<file path="config.mk">
export PLATFORM = sky130hd
export DESIGN_NAME = accumulator_pair_shift_unit
export DESIGN_NICKNAME = d
export VERILOG_FILES = /design/src/core/shift_unit_pkg.sv /design/src/core/op_if.sv /design/src/core/op_decode.sv /design/src/core/shift_exec.sv /design/src/core/accumulator_pair_shift_unit.sv
export VERILOG_INCLUDE_DIRS = /design/src /design/src/core
export SDC_FILE = /design/constraint.sdc
export NUM_CORES = 1
export LEC_CHECK = 0
export ABC_AREA = 1
export BUFFER_PORTS_ARGS = -buffer_cell sky130_fd_sc_hd__buf_4
export CORE_ASPECT_RATIO = 0.5
export CORE_UTILIZATION = 62
export CTS_CLUSTER_DIAMETER = 120
export CTS_CLUSTER_SIZE = 40
export DETAILED_ROUTE_END_ITERATION = 6
export GPL_TIMING_DRIVEN = 0
export MAX_ROUTING_LAYER = met4
export PLACE_DENSITY_LB_ADDON = 0.08
export SLEW_MARGIN = 20
export SYNTH_ARGS = -nofsm -noshare
export SYNTH_HDL_FRONTEND = slang
export SYNTH_SLANG_ARGS = --single-unit
</file>
<file path="constraint.sdc">
create_clock -name pclk -period 2.75 [get_ports pclk]
set_clock_uncertainty 0.05 [all_clocks]
set_input_delay 0.275 -clock pclk [delete_from_list [all_inputs] [get_ports pclk]]
set_output_delay 0.275 -clock pclk [all_outputs]
set_load 0.05 [all_outputs]
</file>
<file path="src/core/shift_unit_cfg.svh">
`ifndef SHIFT_UNIT_CFG_SVH
`define SHIFT_UNIT_CFG_SVH

`define ADDR_OPCODE 12'h000
`define ADDR_ACC 12'h004
`define ADDR_BUF 12'h008
`define ADDR_STATUS1 12'h00C
`define ADDR_PC 12'h010
`define ADDR_STATE 12'h014
`define ACC_RESET 32'h00000000
`define BUF_RESET 32'h00000000
`define STATUS1_RESET 16'h0000
`define PC_RESET 16'h0000
`define TEST_FLAG_BIT 11
`define SXM_BIT 10
`define CARRY_BIT 9
`define PC_STEP 16'h0001
`define OPC_SFL 16'hBE16
`define OPC_SFR 16'hBE17
`define OPC_SUBB 16'hBE19
`define OPC_SET_TEST 16'hBC4B

`endif

</file>
<file path="src/core/shift_unit_pkg.sv">
package shift_unit_pkg;
    typedef enum logic [4:0] {
        OP_NONE = 5'b00001,
        OP_SHL = 5'b00010,
        OP_SHR = 5'b00100,
        OP_SUB = 5'b01000,
        OP_SET = 5'b10000
    } op_kind_t;
endpackage

</file>
<file path="src/core/op_if.sv">
`timescale 1ns/100ps
`default_nettype none
interface op_if;
    import shift_unit_pkg::*;
    op_kind_t kind;
    logic [31:0] acc;
    logic [31:0] buffer;
    logic sign_extend_mode_flag;
    logic carry;
    logic [31:0] next_acc;
    logic [31:0] next_buffer;
    logic next_carry;
    modport top (output kind, acc, buffer, sign_extend_mode_flag, carry,
        input next_acc, next_buffer, next_carry);
    modport exec (input kind, acc, buffer, sign_extend_mode_flag, carry,
        output next_acc, next_buffer, next_carry);
endinterface
`default_nettype wire

</file>
<file path="src/core/op_decode.sv">
`timescale 1ns/100ps
`default_nettype none
`include "shift_unit_cfg.svh"
module op_decode
    import shift_unit_pkg::*;
(
    input wire logic [15:0] word,
    output op_kind_t kind
);
    always_comb begin
        unique case (word)
            `OPC_SFL: kind = OP_SHL;
            `OPC_SFR: kind = OP_SHR;
            `OPC_SUBB: kind = OP_SUB;
            `OPC_SET_TEST: kind = OP_SET;
            default: kind = OP_NONE;
        endcase
    end
endmodule
`default_nettype wire

</file>
<file path="src/core/shift_exec.sv">
`timescale 1ns/100ps
`default_nettype none
module shift_exec
    import shift_unit_pkg::*;
(
    op_if.exec dp
);
    logic [32:0] diff;
    assign diff = {1'b0, dp.acc} - {1'b0, dp.buffer};
    always_comb begin
        dp.next_acc = dp.acc;
        dp.next_buffer = dp.buffer;
        dp.next_carry = dp.carry;
        unique case (dp.kind)
            OP_SHL: begin
                dp.next_acc = {dp.acc[30:0], dp.buffer[31]};
                dp.next_buffer = {dp.buffer[30:0], 1'b0};
                dp.next_carry = dp.acc[31];
            end
            OP_SHR: begin
                // Fill is the sign bit gated by the mode bit as held now
                dp.next_acc = {dp.sign_extend_mode_flag & dp.acc[31], dp.acc[31:1]};
                dp.next_buffer = {dp.acc[0], dp.buffer[31:1]};
                dp.next_carry = dp.buffer[0];
            end
            OP_SUB: begin
                dp.next_acc = diff[31:0];
                dp.next_carry = ~diff[32];
            end
            OP_SET, OP_NONE: begin
            end
        endcase
    end
endmodule
`default_nettype wire

</file>
<file path="src/core/accumulator_pair_shift_unit.sv">
// How it works
// - Left double shift moves result:buffer left, zero into buffer bit 0.
// - Left double shift carries buffer MSB into result LSB.
// - Left double shift moves result bit 31 into the carry flag.
// - Left double shift touches only carry and ignores sign mode.
// - Right double shift moves pair right; result LSB enters buffer MSB.
// - Sign mode one: result sign bit kept and copied to bit 30.
// - Sign mode zero: result MSB filled with zero.
// - Right double shift moves buffer bit 0 into carry.
// - Shift kind follows the sign mode held when it executes.
// - Test flag set writes status word one bit 11, others kept.
`timescale 1ns/100ps
`default_nettype none
`include "shift_unit_cfg.svh"
module accumulator_pair_shift_unit
    import shift_unit_pkg::*;
(
    // Clock and reset
    input wire logic pclk,
    input wire logic presetn,
    input wire logic clk_en,
    // APB slave
    input wire logic psel,
    input wire logic penable,
    input wire logic pwrite,
    input wire logic [11:0] paddr,
    input wire logic [31:0] pwdata,
    output logic [31:0] prdata,
    output logic pready,
    output logic pslverr
);
    logic [31:0] acc;
    logic [31:0] result_shadow_buffer;
    logic [15:0] status_word_one;
    logic [15:0] pc;
    logic exec_go;
    logic [15:0] opword;
    logic wr;
    logic rd;
    logic mapped;
    logic [31:0] next_prdata;
    op_kind_t kind;

    op_if dp();

    assign wr = psel & penable & pwrite & ~pready;
    assign rd = psel & penable & ~pwrite & ~pready;
    assign exec_go = wr & (paddr == `ADDR_OPCODE);
    assign opword = pwdata[15:0];

    op_decode u_dec (
        .word(opword),
        .kind(kind)
    );

    assign dp.kind = exec_go ? kind : OP_NONE;
    assign dp.acc = acc;
    assign dp.buffer = result_shadow_buffer;
    assign dp.sign_extend_mode_flag = status_word_one[`SXM_BIT];
    assign dp.carry = status_word_one[`CARRY_BIT];

    shift_exec u_exec (
        .dp(dp)
    );

    always_comb begin
        mapped = 1'b1;
        next_prdata = 32'h00000000;
        unique case (paddr)
            `ADDR_OPCODE: next_prdata = 32'h00000000;
            `ADDR_ACC: next_prdata = acc;
            `ADDR_BUF: next_prdata = result_shadow_buffer;
            `ADDR_STATUS1: next_prdata = {16'h0000, status_word_one};
            `ADDR_PC: next_prdata = {16'h0000, pc};
            `ADDR_STATE: next_prdata = {31'h00000000, dp.next_carry};
            default: mapped = 1'b0;
        endcase
    end

    // One-cycle wait state keeps pready registered
    always_ff @(posedge pclk or negedge presetn) begin
        if (!presetn) begin
            pready <= 1'b0;
            pslverr <= 1'b0;
            prdata <= 32'h00000000;
        end else if (clk_en) begin
            pready <= psel & penable & ~pready;
            pslverr <= psel & penable & ~pready & ~mapped;
            if (rd) begin
                prdata <= next_prdata;
            end
        end
    end

    always_ff @(posedge pclk or negedge presetn) begin
        if (!presetn) begin
            acc <= `ACC_RESET;
            result_shadow_buffer <= `BUF_RESET;
        end else if (clk_en) begin
            if (exec_go) begin
                acc <= dp.next_acc;
                result_shadow_buffer <= dp.next_buffer;
            end else if (wr && paddr == `ADDR_ACC) begin
                acc <= pwdata;
            end else if (wr && paddr == `ADDR_BUF) begin
                result_shadow_buffer <= pwdata;
            end
        end
    end

    always_ff @(posedge pclk or negedge presetn) begin
        if (!presetn) begin
            status_word_one <= `STATUS1_RESET;
        end else if (clk_en) begin
            if (exec_go) begin
                status_word_one[`CARRY_BIT] <= dp.next_carry;
                if (kind == OP_SET) begin
                    status_word_one[`TEST_FLAG_BIT] <= 1'b1;
                end
            end else if (wr && paddr == `ADDR_STATUS1) begin
                status_word_one <= pwdata[15:0];
            end
        end
    end

    // Unknown opcodes still step the counter, as a no-op would
    always_ff @(posedge pclk or negedge presetn) begin
        if (!presetn) begin
            pc <= `PC_RESET;
        end else if (clk_en) begin
            if (exec_go) begin
                pc <= pc + `PC_STEP;
            end else if (wr && paddr == `ADDR_PC) begin
                pc <= pwdata[15:0];
            end
        end
    end
endmodule
`default_nettype wire

</file>
==> key figures <==
CTS
  • CTS Buf Count: 17
  • Clock-pin slew on the worst setup and hold paths: 60 ps
  • H-tree levels: 4
  • Clk sinks: 130
  • Root Buffer: clkbuf_16
  • Clk Latency, worst-skew pair: 450 ps
  • CTS tree: done
  • Bufs on Longest Clock Path: 2

Timing
  • Endpoints failing hold: 0
  • Setup TNS: 0 ps
  • Final setup vio count: 0
  • Crit share post-route: 98.1%
  • Slew margin rel.: 37.8%
  • Fmax: 371 MHz
  • Slew Limit Fails: 0
  • Slew @ Worst Pin: 934 ps
  • Final min period: 2700 ps

Detailed routing
  • Drt first pass iters: 7
  • Detailed-route via count: 11900
  • Vias per cell: 6.26
  • DR WL/cell: 20.1 um
  • DRT iter0 DRCs: 1595
  • Drt drc: 1
  • WL final: 38.1 mm
  • Antenna viol nets, final: 0

Synth
  • Synth Area in Compound Gates: 17.8%
  • Largest family of logic cells by synthesized area: simple AND/OR/NAND/NOR gates
  • Synth Area in Simple Gates: 34.3%
  • Synth Net Count: 1639
  • Syn_area_per_cell: 6.55 um^2
  • Register area share after synthesis: 31.9%
  • Synthesized flop and latch total: 130
  • Mapped cell area: 10200 um^2
  • Synth Area in Adders: 4.25%
  • Post-synthesis instance total: 1555
  • Synth Area in XOR/XNOR: 0.774%
  • Number of synthesized flops with an enable pin: 0
  • Yosys warnings: 0
  • Yosys cell types: 49
  • Prevailing post-synth register cell: dfrtp_1
  • Asr flop ratio synth: 100%
  • Mux cell area share after synthesis: 0.553%

Min path
  • Hold crit path type: in2reg

Worst setup path
  • Worst path max stage delay: 490 ps
  • Critical path's top delay family: simple AND/OR/NAND/NOR gates
  • Buf+Inv Stages, Crit Path: 0
  • Most frequent CP cell: nand2_1
  • Critical path arrival: 3030 ps
  • CP Launch Type: register
  • Max FO, Critical Path: 5
  • Slowest CP cell: dfrtp_1
  • CP Class: reg2reg
  • Cells along the critical path: ha_1 -> nand2_1 -> nor2_1 -> nand2_1 -> nand2_1 -> nand2_1 -> nand2_1 -> nand2_1 -> nand2_1 -> nand2_1 -> nand2_1 -> nand3_1 -> nand2_1 -> nand2_1 -> nand2_1
  • Required time worst endpoint: 3080 ps
  • Crit path capture type: register

Floorplan
  • Initial core utilization: 64.8%
  • Core area: 15700 um^2
  • Die Y: 92.6 um
  • Die area: 17000 um^2
  • IO Pins: 84
  • # rows: 32
  • Die X: 183 um

Global routing
  • All-layer global routing usage: 47.2%
  • Largest net degree at the start of global routing: 71
  • First-pass GRT wire length: 58.6 mm
  • Vias in the first global route: 11000
  • Total congestion overflow: 0
  • Initial antenna violation count: 0

Pwr
  • Lkg Pwr: 6.31 nW
  • Cell Pwr Density: 399 nW/um^2
  • Sw Ratio: 23.9%
  • Comb power frac: 5.2%
  • Maximum vdd drop: 0.587 mV
  • NetSw: 1.13 mW
  • Seq pwr share: 40.7%
  • Power Total: 4.72 mW
  • Clk pwr share: 54.1%
  • P_int: 3.59 mW

Flow run
  • Max Cap Viol: 0

Finish
  • Syn-to-layout area delta: 16.0%
  • Fraction of layout cells with a size suffix above 1: 13.0%
  • Antenna diode count: 0
  • Leading cell types in the layout, fill and taps excluded: 489 x nand2_1, 195 x inv_1, 132 x nor2_1, 130 x dfrtp_1, 128 x a21oi_1
  • Final instance area: 11800 um^2
  • Most common cell after layout, fill and taps aside: nand2_1
  • Nets: 1745
  • Final Core Density: 75.1%

Placed design
  • HPWL Detailed: 28.3 mm
  • Number of port buffers: 82
  • Dpl cell area: 11100 um^2
  • GP Congestion: 1.09

Outcome
  • Violated checks: DRC
  • Status: complete, but fails checks
power by group through the flow:
stage	Sequential [mW]	Combinational, mW	Clock (mW)
detailed placement	1.96	0.235	0
global placement	1.96	0.224	0
finish	1.92	0.246	2.55
global route	1.92	0.262	2.59
CTS	1.92	0.239	2.51
floorplan	1.96	0.0777	0
layer usage:
metal | up-vias | track usage [%] | wire length [um]
li1 | 5314 | - | -
met1 | 5424 | 58.8 | 14700
met2 | 933 | 68.1 | 16000
met3 | 199 | 16.3 | 5630
met4 | 0 | 24.0 | 1810
met5 | - | - | 0
path summary, 6_finish.rpt:
path,startpoint,end,slack (ps),depth (start not counted)
max,acc[7],prdata[0],50,15
min,pwdata[15],status_word_one[15],60,2
max reg2reg,acc[7],prdata[0],50,15
min reg2reg,pslverr,pslverr,440,2
max in group asynchronous,presetn,status_word_one[6],1570,3
min in group asynchronous,presetn,dp.buffer[25],300,2
worst reg2reg max path, stage by stage (launching register included):
cell,delay (ps)
dfrtp_1,490
ha_1,420
nand2_1,150
nor2_1,270
nand2_1,100
nand2_1,150
nand2_1,70
nand2_1,150
nand2_1,70
nand2_1,130
nand2_1,120
nand2_1,120
nand3_1,90
nand2_1,100
nand2_1,70
nand2_1,70
area by class of cell:
cell class	count	area (um^2)
multi-input combinational	1165	5900
timing repair buffer	87	683
inverter	208	785
sequential	130	3250
fill	1263	3920
clock inverter	11	175
clock buffer	21	470
tap	221	277
buffer	52	279
kinds of logic after synthesis:
logic type / Yosys count
AND/OR/NAND/NOR: 797
multiplexers: 5
flip-flops: 130
adder cells (fa/ha/maj): 34
AO/OA/AOI/OAI: 320
buffers and inverters: 260
XOR/XNOR: 9
state kept, by name, summed over array words and instances (netlist names):
| signal | cells |
|---|---|
| status_word_one | 16 |
| pready | 1 |
| pslverr | 1 |
| acc | 32 |
| dp.buffer | 32 |
| prdata | 32 |
| pc | 16 |
cells in the mapped netlist, types with 5 or more instances:
cell | n | area [um^2]
nand2_1 | 492 | 1850
inv_1 | 197 | 739
nor2_1 | 132 | 495
dfrtp_1 | 130 | 3250
a21oi_1 | 128 | 641
o21ai_0 | 97 | 485
nand3_1 | 73 | 365
ha_1 | 33 | 413
a22oi_1 | 25 | 188
nand4_1 | 23 | 144
nor3_1 | 22 | 110
buf_2 | 19 | 95.1
clkbuf_1 | 19 | 71.3
nor3_2 | 19 | 190
a221oi_1 | 15 | 131
o22ai_1 | 15 | 93.8
o21ai_1 | 13 | 65.1
a31oi_1 | 12 | 75.1
inv_2 | 7 | 26.3
o21bai_1 | 7 | 52.6
xor2_1 | 7 | 61.3
buf_6 | 6 | 67.6
nor2_4 | 6 | 67.6
mux2_2 | 5 | 56.3
or2_2 | 5 | 31.3
repair_timing:
| action | in CTS | in global routing |
|---|---|---|
| gates resized for setup | 4 | 6 |
| endpoints found under the hold margin | 60 | 0 |
| hold buffers | 1 | 0 |
| pin swaps | 0 | 2 |
| endpoints found under the setup margin | 7 | 7 |
| setup buffers | 0 | 3 |
per-stage QoR:
| step | instances | hold slack [ps] | worst slack [ps] |
|---|---|---|---|
| floorplan | 1555 | -70.6 | 534 |
| global placement | 1858 | 415 | -247 |
| detailed placement | 1859 | 196 | -353 |
| CTS | 1892 | 62.8 | 4.88 |
| global route | 1895 | 62.2 | -14.8 |
| finish | 1895 | 61.3 | 53.6 |
Note: power is estimated with default switching activity, not from simulation.
